[config.mk]
export PLATFORM = sky130hd
export DESIGN_NAME = acs_top
export DESIGN_NICKNAME = d
export VERILOG_FILES = /design/src/acs_pkg.sv /design/src/acs_edge.sv /design/src/acs_sar.sv /design/src/acs_top.sv
export SDC_FILE = /design/constraint.sdc
export NUM_CORES = 1
export LEC_CHECK = 0
export BUFFER_PORTS_ARGS = -buffer_cell sky130_fd_sc_hd__buf_2
export CAP_MARGIN = 20
export CELL_PAD_IN_SITES_DETAIL_PLACEMENT = 0
export CELL_PAD_IN_SITES_GLOBAL_PLACEMENT = 1
export CORE_ASPECT_RATIO = 1.5
export CORE_MARGIN = 2
export CORE_UTILIZATION = 44
export DETAILED_ROUTE_END_ITERATION = 12
export PLACE_DENSITY = 0.93
export SYNTH_ARGS = -nofsm -noshare
export SYNTH_HDL_FRONTEND = slang
export SYNTH_HIERARCHICAL = 1
export SYNTH_SLANG_ARGS = --single-unit
export TNS_END_PERCENT = 5
[constraint.sdc]
create_clock -name core_clk -period 7.18 [get_ports core_clk]
set_input_delay 0.718 -clock core_clk [delete_from_list [all_inputs] [get_ports core_clk]]
set_output_delay 0.718 -clock core_clk [all_outputs]
set_load 0.005 [all_outputs]
[src/acs_pkg.sv]
package acs_pkg;

  // bus geometry
  localparam int ACS_ADDR_W = 8;
  localparam int ACS_DATA_W = 32;

  // register byte offsets
  localparam logic [ACS_ADDR_W-1:0] OFF_TRIG  = 8'h00;
  localparam logic [ACS_ADDR_W-1:0] OFF_STAT  = 8'h04;
  localparam logic [ACS_ADDR_W-1:0] OFF_PRE   = 8'h08;
  localparam logic [ACS_ADDR_W-1:0] OFF_CTRL  = 8'h0C;
  localparam logic [ACS_ADDR_W-1:0] OFF_ACQ   = 8'h10;
  localparam logic [ACS_ADDR_W-1:0] OFF_RES0  = 8'h14;
  localparam logic [ACS_ADDR_W-1:0] OFF_RES1  = 8'h18;
  localparam logic [ACS_ADDR_W-1:0] OFF_RES   = 8'h1C;
  localparam logic [ACS_ADDR_W-1:0] OFF_ISTAT = 8'h20;
  localparam logic [ACS_ADDR_W-1:0] OFF_IMASK = 8'h24;

  // field positions and widths
  localparam int TRIG_LSB   = 4;
  localparam int TRIG_W     = 3;
  localparam int PRE_W      = 7;
  localparam int ACQ_W      = 7;
  localparam int CH_W       = 5;
  localparam int RES_W      = 10;
  localparam int CTRL_EN    = 0;
  localparam int CTRL_GO    = 1;
  localparam int CTRL_VREF  = 2;
  localparam int CTRL_FRC   = 3;
  localparam int CTRL_CH    = 4;
  localparam int IRQ_DONE   = 0;
  localparam int IRQ_TRIG   = 1;
  localparam int IRQ_W      = 2;
  localparam int NUM_TRIG   = 5;

  // trigger source codes
  localparam logic [TRIG_W-1:0] TRG_NONE      = 3'h0;
  localparam logic [TRIG_W-1:0] TRG_CC_ONE    = 3'h1;
  localparam logic [TRIG_W-1:0] TRG_CC_TWO    = 3'h2;
  localparam logic [TRIG_W-1:0] TRG_TMR_A     = 3'h3;
  localparam logic [TRIG_W-1:0] TRG_TMR_B     = 3'h4;
  localparam logic [TRIG_W-1:0] TRG_TIMER_TWO = 3'h5;

  // stage codes as reported
  localparam logic [1:0] STG_IDLE = 2'h0;
  localparam logic [1:0] STG_PRE  = 2'h1;
  localparam logic [1:0] STG_ACQ  = 2'h2;
  localparam logic [1:0] STG_CONV = 2'h3;

  // one instruction cycle is four oscillator periods
  localparam int                   TCY_DIV   = 4;
  localparam int                   TCY_W     = 2;
  localparam logic [TCY_W-1:0]     TCY_LAST  = TCY_W'(TCY_DIV - 1);

  // reset values
  localparam logic [TRIG_W-1:0] RST_TRIG = 3'h0;
  localparam logic [PRE_W-1:0]  RST_PRE  = 7'h00;
  localparam logic [ACQ_W-1:0]  RST_ACQ  = 7'h00;
  localparam logic [CH_W-1:0]   RST_CH   = 5'h00;
  localparam logic [IRQ_W-1:0]  RST_IRQ  = 2'h0;
  localparam logic [RES_W-1:0]  RST_RES  = 10'h000;

  // bus responses
  localparam logic [1:0] RESP_OKAY   = 2'h0;
  localparam logic [1:0] RESP_SLVERR = 2'h2;

  typedef enum logic [1:0] {ST_IDLE, ST_PRE, ST_ACQ, ST_CONV} acs_state_e;

  // controls toward the analog front end
  typedef struct packed {
    logic             precharge;
    logic             prech_pol;
    logic             sample;
    logic             convert;
    logic             vref_ext;
    logic [CH_W-1:0]  channel;
    logic [RES_W-1:0] dac_code;
  } acs_ana_s;

endpackage

[src/acs_edge.sv]
`timescale 1ns/10ps
module acs_edge
  import acs_pkg::*;
#(
  parameter int N = NUM_TRIG
) (
  input  wire logic         core_clk,
  input  wire logic         rst_n,
  input  wire logic [N-1:0] sig,
  output logic      [N-1:0] rise
);

  logic [N-1:0] prev;

  // one previous-value flop and a rising-edge term per source
  genvar i;
  generate
    for (i = 0; i < N; i++) begin : g_edge
      always_ff @(posedge core_clk) begin
        if (!rst_n) begin
          prev[i] <= 1'b0;
        end else begin
          prev[i] <= sig[i];
        end
      end
      assign rise[i] = sig[i] & ~prev[i]; // edge only, a held level fires once
    end
  endgenerate

endmodule // acs_edge

[src/acs_sar.sv]
`timescale 1ns/10ps
module acs_sar
  import acs_pkg::*;
#(
  parameter int W = RES_W
) (
  input  wire logic         core_clk,
  input  wire logic         rst_n,
  input  wire logic         start,
  input  wire logic         step,
  input  wire logic         comp_above,
  output logic              busy,
  output logic              done,
  output logic      [W-1:0] code,
  output logic      [W-1:0] result
);

  logic [W-1:0] mask;
  logic [W-1:0] kept;

  // drop the trial bit when the input sits below the trial level
  assign kept = comp_above ? code : (code & ~mask);

  // one bit decided per step, msb first
  always_ff @(posedge core_clk) begin
    if (!rst_n) begin
      busy   <= 1'b0;
      done   <= 1'b0;
      mask   <= '0;
      code   <= '0;
      result <= '0;
    end else if (start) begin
      busy <= 1'b1;
      done <= 1'b0;
      mask <= {1'b1, {(W-1){1'b0}}};
      code <= {1'b1, {(W-1){1'b0}}};
    end else if (busy && step) begin
      if (mask[0]) begin
        result <= kept; // successive approximation result
        busy   <= 1'b0;
        done   <= 1'b1;
        code   <= kept;
      end else begin
        code <= kept | (mask >> 1);
        mask <= mask >> 1;
        done <= 1'b0;
      end
    end else begin
      done <= 1'b0;
    end
  end

endmodule // acs_sar

[src/acs_top.sv]
// Decided for this implementation: register access over AXI4-Lite and the address map.
`timescale 1ns/10ps
// Behaviour
// - ten-bit SAR result stored in result pair
// - channel mux feeds one sample-and-hold stage
// - completion interrupt, usable as wake request
// - software picks internal or external reference
// - conversions start on the go bit or on a trigger rising edge only
// - selected trigger also sets its peripheral flag
// - buffer bit high while filling second pair
// - stage field reports idle, precharge, acquire, convert
// - precharge lasts field value ticks of the selected timing base
// - zero precharge field skips the precharge phase
// - dedicated oscillator also times precharge and acquisition
module acs_top
  import acs_pkg::*;
(
  input  wire logic                  core_clk,
  input  wire logic                  rst_n,
  // axi4-lite slave
  input  wire logic [ACS_ADDR_W-1:0] s_axi_awaddr,
  input  wire logic                  s_axi_awvalid,
  output logic                       s_axi_awready,
  input  wire logic [ACS_DATA_W-1:0] s_axi_wdata,
  input  wire logic [3:0]            s_axi_wstrb,
  input  wire logic                  s_axi_wvalid,
  output logic                       s_axi_wready,
  output logic [1:0]                 s_axi_bresp,
  output logic                       s_axi_bvalid,
  input  wire logic                  s_axi_bready,
  input  wire logic [ACS_ADDR_W-1:0] s_axi_araddr,
  input  wire logic                  s_axi_arvalid,
  output logic                       s_axi_arready,
  output logic [ACS_DATA_W-1:0]      s_axi_rdata,
  output logic [1:0]                 s_axi_rresp,
  output logic                       s_axi_rvalid,
  input  wire logic                  s_axi_rready,
  // trigger sources and their peripheral flag set pulses
  input  wire logic [NUM_TRIG-1:0]   trig_src,
  output logic      [NUM_TRIG-1:0]   periph_flag_set,
  // dedicated conversion oscillator tick
  input  wire logic                  frc_tick,
  // analog front end
  input  wire logic                  comp_above,
  output acs_ana_s                   ana,
  output logic                       irq
);

  // write channel state
  logic                  aw_got;
  logic                  w_got;
  logic [ACS_ADDR_W-1:0] aw_addr;
  logic [ACS_DATA_W-1:0] w_data;
  logic [3:0]            w_strb;
  logic                  wr_fire;
  logic                  wr_ok;
  logic                  rd_ok;
  logic [ACS_DATA_W-1:0] rd_val;
  logic [ACS_DATA_W-1:0] wr_val;
  logic [ACS_DATA_W-1:0] wr_old;

  // software registers
  logic [TRIG_W-1:0] trigger_source_sel;
  logic [PRE_W-1:0]  precharge_cycles;
  logic [ACQ_W-1:0]  acq_cycles;
  logic              conv_enable;
  logic              vref_ext;
  logic              frc_sel;
  logic [CH_W-1:0]   channel;
  logic [IRQ_W-1:0]  irq_status;
  logic [IRQ_W-1:0]  irq_mask;
  logic [RES_W-1:0]  first_result;
  logic [RES_W-1:0]  second_result;
  logic [RES_W-1:0]  result;

  // sequencer
  acs_state_e        state;
  logic              result_buffer_indicator;
  logic [1:0]        sequence_stage;
  logic [ACQ_W-1:0]  cnt;
  logic [TCY_W-1:0]  tcy_div;
  logic              tick;
  logic              pre_last;
  logic              acq_last;
  logic              sw_go;
  logic              auto_start;
  logic              start;
  logic              sar_start;
  logic              sar_busy;
  logic              sar_done;
  logic [RES_W-1:0]  sar_code;
  logic [RES_W-1:0]  sar_result;
  logic              seq_done;
  logic [NUM_TRIG-1:0] trig_rise;
  logic [NUM_TRIG-1:0] sel_onehot;
  logic [IRQ_W-1:0]  irq_set;
  logic [IRQ_W-1:0]  irq_clr;

  // byte-lane merge of a write into the old word
  function automatic logic [ACS_DATA_W-1:0] merge(input logic [ACS_DATA_W-1:0] old_w,
                                                  input logic [ACS_DATA_W-1:0] new_w,
                                                  input logic [3:0]            strb);
    logic [ACS_DATA_W-1:0] m;
    m = old_w;
    for (int b = 0; b < 4; b++) begin
      if (strb[b]) begin
        m[8*b +: 8] = new_w[8*b +: 8];
      end
    end
    return m;
  endfunction

  // write address and data are taken independently, response after both
  assign s_axi_awready = !aw_got && !s_axi_bvalid;
  assign s_axi_wready  = !w_got && !s_axi_bvalid;
  assign wr_fire       = aw_got && w_got && !s_axi_bvalid;
  assign s_axi_arready = !s_axi_rvalid;

  // write channel holding flops and response
  always_ff @(posedge core_clk) begin
    if (!rst_n) begin
      aw_got       <= 1'b0;
      w_got        <= 1'b0;
      aw_addr      <= '0;
      w_data       <= '0;
      w_strb       <= '0;
      s_axi_bvalid <= 1'b0;
      s_axi_bresp  <= RESP_OKAY;
    end else begin
      if (s_axi_awvalid && s_axi_awready) begin
        aw_got  <= 1'b1;
        aw_addr <= s_axi_awaddr;
      end
      if (s_axi_wvalid && s_axi_wready) begin
        w_got  <= 1'b1;
        w_data <= s_axi_wdata;
        w_strb <= s_axi_wstrb;
      end
      if (wr_fire) begin
        aw_got       <= 1'b0;
        w_got        <= 1'b0;
        s_axi_bvalid <= 1'b1;
        s_axi_bresp  <= wr_ok ? RESP_OKAY : RESP_SLVERR;
      end else if (s_axi_bvalid && s_axi_bready) begin
        s_axi_bvalid <= 1'b0;
      end
    end
  end

  // current contents of the addressed word, for byte merging
  always_comb begin
    wr_old = '0;
    wr_ok  = 1'b1;
    if (aw_addr == OFF_TRIG) begin
      wr_old[TRIG_LSB +: TRIG_W] = trigger_source_sel;
    end else if (aw_addr == OFF_STAT) begin
      wr_old = '0;
    end else if (aw_addr == OFF_PRE) begin
      wr_old[PRE_W-1:0] = precharge_cycles;
    end else if (aw_addr == OFF_CTRL) begin
      wr_old[CTRL_EN]          = conv_enable;
      wr_old[CTRL_VREF]        = vref_ext;
      wr_old[CTRL_FRC]         = frc_sel;
      wr_old[CTRL_CH +: CH_W]  = channel;
    end else if (aw_addr == OFF_ACQ) begin
      wr_old[ACQ_W-1:0] = acq_cycles;
    end else if (aw_addr == OFF_ISTAT) begin
      wr_old = '0;
    end else if (aw_addr == OFF_IMASK) begin
      wr_old[IRQ_W-1:0] = irq_mask;
    end else if (aw_addr == OFF_RES0 || aw_addr == OFF_RES1 || aw_addr == OFF_RES) begin
      wr_old = '0;
    end else begin
      wr_ok = 1'b0;
    end
  end

  assign wr_val = merge(wr_old, w_data, w_strb);

  // configuration registers; only implemented bits are stored
  always_ff @(posedge core_clk) begin
    if (!rst_n) begin
      trigger_source_sel <= RST_TRIG;
      precharge_cycles   <= RST_PRE;
      acq_cycles         <= RST_ACQ;
      conv_enable        <= 1'b0;
      vref_ext           <= 1'b0;
      frc_sel            <= 1'b0;
      channel            <= RST_CH;
      irq_mask           <= RST_IRQ;
    end else if (wr_fire) begin
      if (aw_addr == OFF_TRIG) begin
        trigger_source_sel <= wr_val[TRIG_LSB +: TRIG_W];
      end else if (aw_addr == OFF_PRE) begin
        precharge_cycles <= wr_val[PRE_W-1:0];
      end else if (aw_addr == OFF_CTRL) begin
        conv_enable <= wr_val[CTRL_EN];
        vref_ext    <= wr_val[CTRL_VREF]; // reference source choice
        frc_sel     <= wr_val[CTRL_FRC];
        channel     <= wr_val[CTRL_CH +: CH_W];
      end else if (aw_addr == OFF_ACQ) begin
        acq_cycles <= wr_val[ACQ_W-1:0];
      end else if (aw_addr == OFF_IMASK) begin
        irq_mask <= wr_val[IRQ_W-1:0];
      end
    end
  end

  // go request from a control write
  assign sw_go = wr_fire && (aw_addr == OFF_CTRL) && wr_val[CTRL_GO];

  // read mux; status register packs buffer bit and stage
  always_comb begin
    rd_val = '0;
    rd_ok  = 1'b1;
    if (s_axi_araddr == OFF_TRIG) begin
      rd_val[TRIG_LSB +: TRIG_W] = trigger_source_sel;
    end else if (s_axi_araddr == OFF_STAT) begin
      rd_val[2:0] = {result_buffer_indicator, sequence_stage};
    end else if (s_axi_araddr == OFF_PRE) begin
      rd_val[PRE_W-1:0] = precharge_cycles;
    end else if (s_axi_araddr == OFF_CTRL) begin
      rd_val[CTRL_EN]         = conv_enable;
      rd_val[CTRL_GO]         = (state != ST_IDLE);
      rd_val[CTRL_VREF]       = vref_ext;
      rd_val[CTRL_FRC]        = frc_sel;
      rd_val[CTRL_CH +: CH_W] = channel;
    end else if (s_axi_araddr == OFF_ACQ) begin
      rd_val[ACQ_W-1:0] = acq_cycles;
    end else if (s_axi_araddr == OFF_RES0) begin
      rd_val[RES_W-1:0] = first_result;
    end else if (s_axi_araddr == OFF_RES1) begin
      rd_val[RES_W-1:0] = second_result;
    end else if (s_axi_araddr == OFF_RES) begin
      rd_val[RES_W-1:0] = result;
    end else if (s_axi_araddr == OFF_ISTAT) begin
      rd_val[IRQ_W-1:0] = irq_status;
    end else if (s_axi_araddr == OFF_IMASK) begin
      rd_val[IRQ_W-1:0] = irq_mask;
    end else begin
      rd_ok = 1'b0;
    end
  end

  // read data channel
  always_ff @(posedge core_clk) begin
    if (!rst_n) begin
      s_axi_rvalid <= 1'b0;
      s_axi_rdata  <= '0;
      s_axi_rresp  <= RESP_OKAY;
    end else if (s_axi_arvalid && s_axi_arready) begin
      s_axi_rvalid <= 1'b1;
      s_axi_rdata  <= rd_val;
      s_axi_rresp  <= rd_ok ? RESP_OKAY : RESP_SLVERR;
    end else if (s_axi_rvalid && s_axi_rready) begin
      s_axi_rvalid <= 1'b0;
    end
  end

  // rising edge detection on every trigger input
  acs_edge #(
    .N (NUM_TRIG)
  ) u_edge (
    .core_clk (core_clk),
    .rst_n    (rst_n),
    .sig      (trig_src),
    .rise     (trig_rise)
  );

  // trigger code to source; reserved codes select nothing
  always_comb begin
    sel_onehot = '0;
    case (trigger_source_sel)
      TRG_CC_ONE:    sel_onehot[0] = 1'b1;
      TRG_CC_TWO:    sel_onehot[1] = 1'b1;
      TRG_TMR_A:     sel_onehot[2] = 1'b1;
      TRG_TMR_B:     sel_onehot[3] = 1'b1;
      TRG_TIMER_TWO: sel_onehot[4] = 1'b1;
      default:       sel_onehot    = '0;
    endcase
  end

  assign periph_flag_set = trig_rise & sel_onehot; // flag set regardless of start
  assign auto_start      = |periph_flag_set;
  assign start           = conv_enable && (state == ST_IDLE) && (sw_go || auto_start);

  // instruction-cycle divider, free running
  always_ff @(posedge core_clk) begin
    if (!rst_n) begin
      tcy_div <= '0;
    end else begin
      tcy_div <= tcy_div + 1'b1;
    end
  end

  // timing base: instruction cycle or dedicated oscillator
  assign tick     = frc_sel ? frc_tick : (tcy_div == TCY_LAST);
  assign pre_last = tick && ((cnt + 1'b1) == precharge_cycles);
  assign acq_last = tick && ((cnt + 1'b1) >= acq_cycles);
  assign sar_start = (state == ST_ACQ) && acq_last;
  assign seq_done  = (state == ST_CONV) && sar_done && result_buffer_indicator;

  // sequence: precharge, acquisition, conversion, twice per trigger
  always_ff @(posedge core_clk) begin
    if (!rst_n) begin
      state                   <= ST_IDLE;
      cnt                     <= '0;
      result_buffer_indicator <= 1'b0;
    end else begin
      case (state)
        ST_IDLE: begin
          cnt                     <= '0;
          result_buffer_indicator <= 1'b0;
          if (start) begin
            state <= (precharge_cycles == '0) ? ST_ACQ : ST_PRE;
          end
        end
        ST_PRE: begin
          if (pre_last) begin
            state <= ST_ACQ;
            cnt   <= '0;
          end else if (tick) begin
            cnt <= cnt + 1'b1;
          end
        end
        ST_ACQ: begin
          if (acq_last) begin
            state <= ST_CONV;
            cnt   <= '0;
          end else if (tick) begin
            cnt <= cnt + 1'b1;
          end
        end
        ST_CONV: begin
          if (sar_done) begin
            cnt <= '0;
            if (result_buffer_indicator) begin
              state                   <= ST_IDLE;
              result_buffer_indicator <= 1'b0;
            end else begin
              result_buffer_indicator <= 1'b1; // second pair next
              state <= (precharge_cycles == '0) ? ST_ACQ : ST_PRE;
            end
          end
        end
        default: state <= ST_IDLE;
      endcase
    end
  end

  // stage code from the state
  always_comb begin
    case (state)
      ST_PRE:  sequence_stage = STG_PRE;
      ST_ACQ:  sequence_stage = STG_ACQ;
      ST_CONV: sequence_stage = STG_CONV;
      default: sequence_stage = STG_IDLE;
    endcase
  end

  // successive approximation engine, one bit per tick
  acs_sar #(
    .W (RES_W)
  ) u_sar (
    .core_clk   (core_clk),
    .rst_n      (rst_n),
    .start      (sar_start),
    .step       (tick),
    .comp_above (comp_above),
    .busy       (sar_busy),
    .done       (sar_done),
    .code       (sar_code),
    .result     (sar_result)
  );

  // result pairs and latest result
  always_ff @(posedge core_clk) begin
    if (!rst_n) begin
      first_result  <= RST_RES;
      second_result <= RST_RES;
      result        <= RST_RES;
    end else if ((state == ST_CONV) && sar_done) begin
      result <= sar_result;
      if (result_buffer_indicator) begin
        second_result <= sar_result;
      end else begin
        first_result <= sar_result;
      end
    end
  end

  // sticky events; a set in the clearing cycle wins
  assign irq_set[IRQ_DONE] = seq_done;
  assign irq_set[IRQ_TRIG] = auto_start;
  assign irq_clr = (wr_fire && aw_addr == OFF_ISTAT) ? wr_val[IRQ_W-1:0] : '0;

  always_ff @(posedge core_clk) begin
    if (!rst_n) begin
      irq_status <= RST_IRQ;
    end else begin
      irq_status <= (irq_status & ~irq_clr) | irq_set;
    end
  end

  // level interrupt, also the wake request
  assign irq = |(irq_status & irq_mask);

  // analog front end controls; one channel to the shared hold stage
  assign ana.precharge = (state == ST_PRE);
  assign ana.prech_pol = result_buffer_indicator;
  assign ana.sample    = (state == ST_ACQ);
  assign ana.convert   = sar_busy;
  assign ana.vref_ext  = vref_ext;
  assign ana.channel   = channel;
  assign ana.dac_code  = sar_code;

endmodule // acs_top

==> flow_metrics.env <==
export IMPL_min_path_type="reg2reg"
export IMPL_critPathSlowestCell="nor3_1"
export IMPL_crit_chain="and4_1 > nand2_1 > and2_1 > or2_2 > ha_1 > o2111ai_1 > o21ai_0 > a21oi_1 > nor3_1 > nand4b_1 > o21ai_0"
export IMPL_fin_setup_tns_ns=0
export IMPL_clk_pin_slew_ns=0.06
export IMPL_grt_util_met1_pct=25.4
export IMPL_die_area_sq_um=17200
export IMPL_busiest_layer="met2"
export IMPL_detail_route_drc_violations=0
export IMPL_synth_top_area_share_pct=40.3
export IMPL_cp_top_family="simple AND/OR/NAND/NOR gates"
export IMPL_postSynthAreaPerCell_sq_um=8.22
export IMPL_cp_arrival_ns=4.31
export IMPL_viasPerCell=5.43
export IMPL_clk_path_buf_depth=2
export IMPL_outcome="finished clean"
export IMPL_tightest_slew_ns=1.06
export IMPL_start_util_pct=45.1
export IMPL_period_needed_ns=4.03
export IMPL_cts_root_buf="clkbuf_16"
export IMPL_clk_latency_ns=0.43
export IMPL_drive_gt1_share_pct=16.0
export IMPL_cts_hold_buf=0
export IMPL_synthesis_area_sq_um=7110
export IMPL_p_sw_share_pct=24.4
export IMPL_ys_top_cells_by_count="nand2_1, dfxtp_1, a21oi_1, nor2_1, mux2i_1"
export IMPL_die_x_um=108
export IMPL_synth_warnings=6
export IMPL_finalWirelength_um=18000
export IMPL_clock_skew_ns=0.0128
export IMPL_netlist_instances=865
export IMPL_async_reset_ff_share_pct=0
export IMPL_grtUsageMet3_pct=4.33
export IMPL_power_density_nw_per_um2=232
export IMPL_firstDrtPassIters=4
export IMPL_grt_first_pass_wirelength_um=28700
export IMPL_cts_buffers=17
export IMPL_ys_ff_latch=143
export IMPL_gp_congestion=0.848
export IMPL_dpl_hpwl_um=12800
export IMPL_setup_violations=0
export IMPL_die_h_um=160
export IMPL_drt_iter0_markers=310
export IMPL_drv_slew=0
export IMPL_diodes=0
export IMPL_p_total_mw=1.87
export IMPL_synthFlopType="dfxtp_1"
export IMPL_htree_levels=4
export IMPL_utilization_pct=51.2
export IMPL_wire_per_inst_um=15.8
export IMPL_grt_max_degree=87
export IMPL_internal_power_mw=1.41
export IMPL_worstSetupPathType="reg2reg"
export IMPL_grt_pass1_vias=5688
export IMPL_ioPinCount=133
export IMPL_synthTopCellsByArea="dfxtp_1, nand2_1, a21oi_1, mux2i_1, nor2_1"
export IMPL_cts_resized=0
export IMPL_startpoint_type="flip-flop"
export IMPL_critPathMaxStageDelay_ns=0.82
export IMPL_slew_headroom_pct=28.6
export IMPL_path_common_cell="o21ai_0"
export IMPL_yosysUniqueCellTypes=75
export IMPL_pwr_share_seq_pct=44.2
export IMPL_irDropWorstVdd_v=0.000133
export IMPL_pwr_share_comb_pct=7.0
export IMPL_maxCapViolations=0
export IMPL_port_buffers=83
export IMPL_nets=999
export IMPL_post_route_period_util_pct=56.2
export IMPL_power_switching_mw=0.456
export IMPL_fmax_mhz=248
export IMPL_cts_setup_buffers=0
export IMPL_cp_max_fo=22
export IMPL_vias=6163
export IMPL_clock_sinks=143
export IMPL_overflow=0
export IMPL_synth_edf_count=0
export IMPL_nFillCells=1536
export IMPL_yosysMostFrequentCell="nand2_1"
export IMPL_syn2layout_area_growth_pct=13.5
export IMPL_yosysSeqAreaShare_pct=40.3
export IMPL_core_sq_um=15800
export IMPL_track_usage_pct=21.0
export IMPL_end_kind="flip-flop"
export IMPL_antenna_found_initial=0
export IMPL_cts_tree="yes"
export IMPL_rsz0062_at_grt="false"
export IMPL_ant_nets=0
export IMPL_yosys_area_top_type="dfxtp_1"
export IMPL_required_ns=7.46
export IMPL_p_clk_share_pct=48.8
export IMPL_p_leak_nw=3.11
export IMPL_finalHoldViolCount=0
export IMPL_grt_use_met2_pct=35.9
export IMPL_rows=56
export IMPL_critPathBufInv=0
==> cells in the final DEF (no fill, tap or decap), types with 4 or more instances in the layout <==
master and instances:
a31oi_1 6, clkbuf_16 17, nor3_1 11, ha_1 13
a211oi_1 4, mux2_2 8, a22oi_1 10, nand3_1 31
and2_1 10, nand2b_1 22, xnor2_1 6, nor2b_1 15
o21ai_0 36, a21oi_1 81, nand2_1 154, o32ai_1 6
a32o_1 8, or2_2 6, inv_1 17, buf_2 83
mux2i_1 37, conb_1 24, nor2_1 75, dfxtp_1 143
a22o_1 10
==> metal layers <==
layer / part of all wire, % / vias up
met3: 4.2 / 43
met2: 51 / 145
met4: 3.1 / 0
met5: 0 / -
met1: 42 / 2884
li1: - / 3091
==> final timing paths <==
kind                          from                           end  slack [ns]  depth (start not counted)
min reg2reg  tcy_div[0]$_SDFF_PN0_         tcy_div[0]$_SDFF_PN0_        0.42                          1
max reg2reg    cnt[2]$_SDFFE_PN0P_  u_sar/result[0]$_SDFFE_PN0P_        3.15                         11
min          tcy_div[0]$_SDFF_PN0_         tcy_div[0]$_SDFF_PN0_        0.42                          1
max            cnt[2]$_SDFFE_PN0P_  u_sar/result[0]$_SDFFE_PN0P_        3.15                         11
==> cells by family after synthesis <==
logic type      synth area share (%)
simple gates                    23.5
compound gates                  18.8
flops                           40.3
buf+inv                         6.93
mux                             6.98
fa+ha+maj                       2.29
xor+xnor                        1.11
other cells                   0.0527
==> power groups by stage <==
stage	combinational [mW]	sequential, mW	clock, mW
floorplan	0.105	0.835	0
CTS	0.131	0.826	0.922
detailed placement	0.130	0.843	0
global route	0.145	0.828	0.961
finish	0.131	0.826	0.913
global placement	0.128	0.843	0
==> sequential cells by signal, summed over array words and instances (netlist names), 7 cells and up <==
| signal | cells |
|---|---|
| precharge_cycles | 7 |
| first_result | 10 |
| w_data | 9 |
| s_axi_rdata | 10 |
| second_result | 10 |
| u_sar/code | 10 |
| acq_cycles | 7 |
| aw_addr | 8 |
| cnt | 7 |
| result | 10 |
| u_sar/result | 10 |
| u_sar/mask | 10 |
==> metrics by stage <==
stage	instance area [sq um]	setup slack (ns)	cells	hold WS (ns)
after global placement	7470	3.26	1104	0.409
after global routing	8080	2.72	1136	0.448
after detailed placement	7470	3.18	1104	0.418
after floorplan	7200	4.11	888	0.399
after CTS	8080	3.16	1136	0.427
final	8080	3.15	1136	0.422
==> cell type report <==
| type | count | area, sq um | area share (%) |
|---|---|---|---|
| repair buffers | 86 | 438 | 5.42 |
| clock inverters | 11 | 156 | 1.94 |
| well taps | 203 | 254 | 3.15 |
| multi-input cells | 653 | 3840 | 47.6 |
| inverters | 19 | 71.3 | 0.883 |
| clock buffers | 21 | 450 | 5.58 |
| flip-flops and latches | 143 | 2860 | 35.5 |
Power figures use the tool's default switching activity.
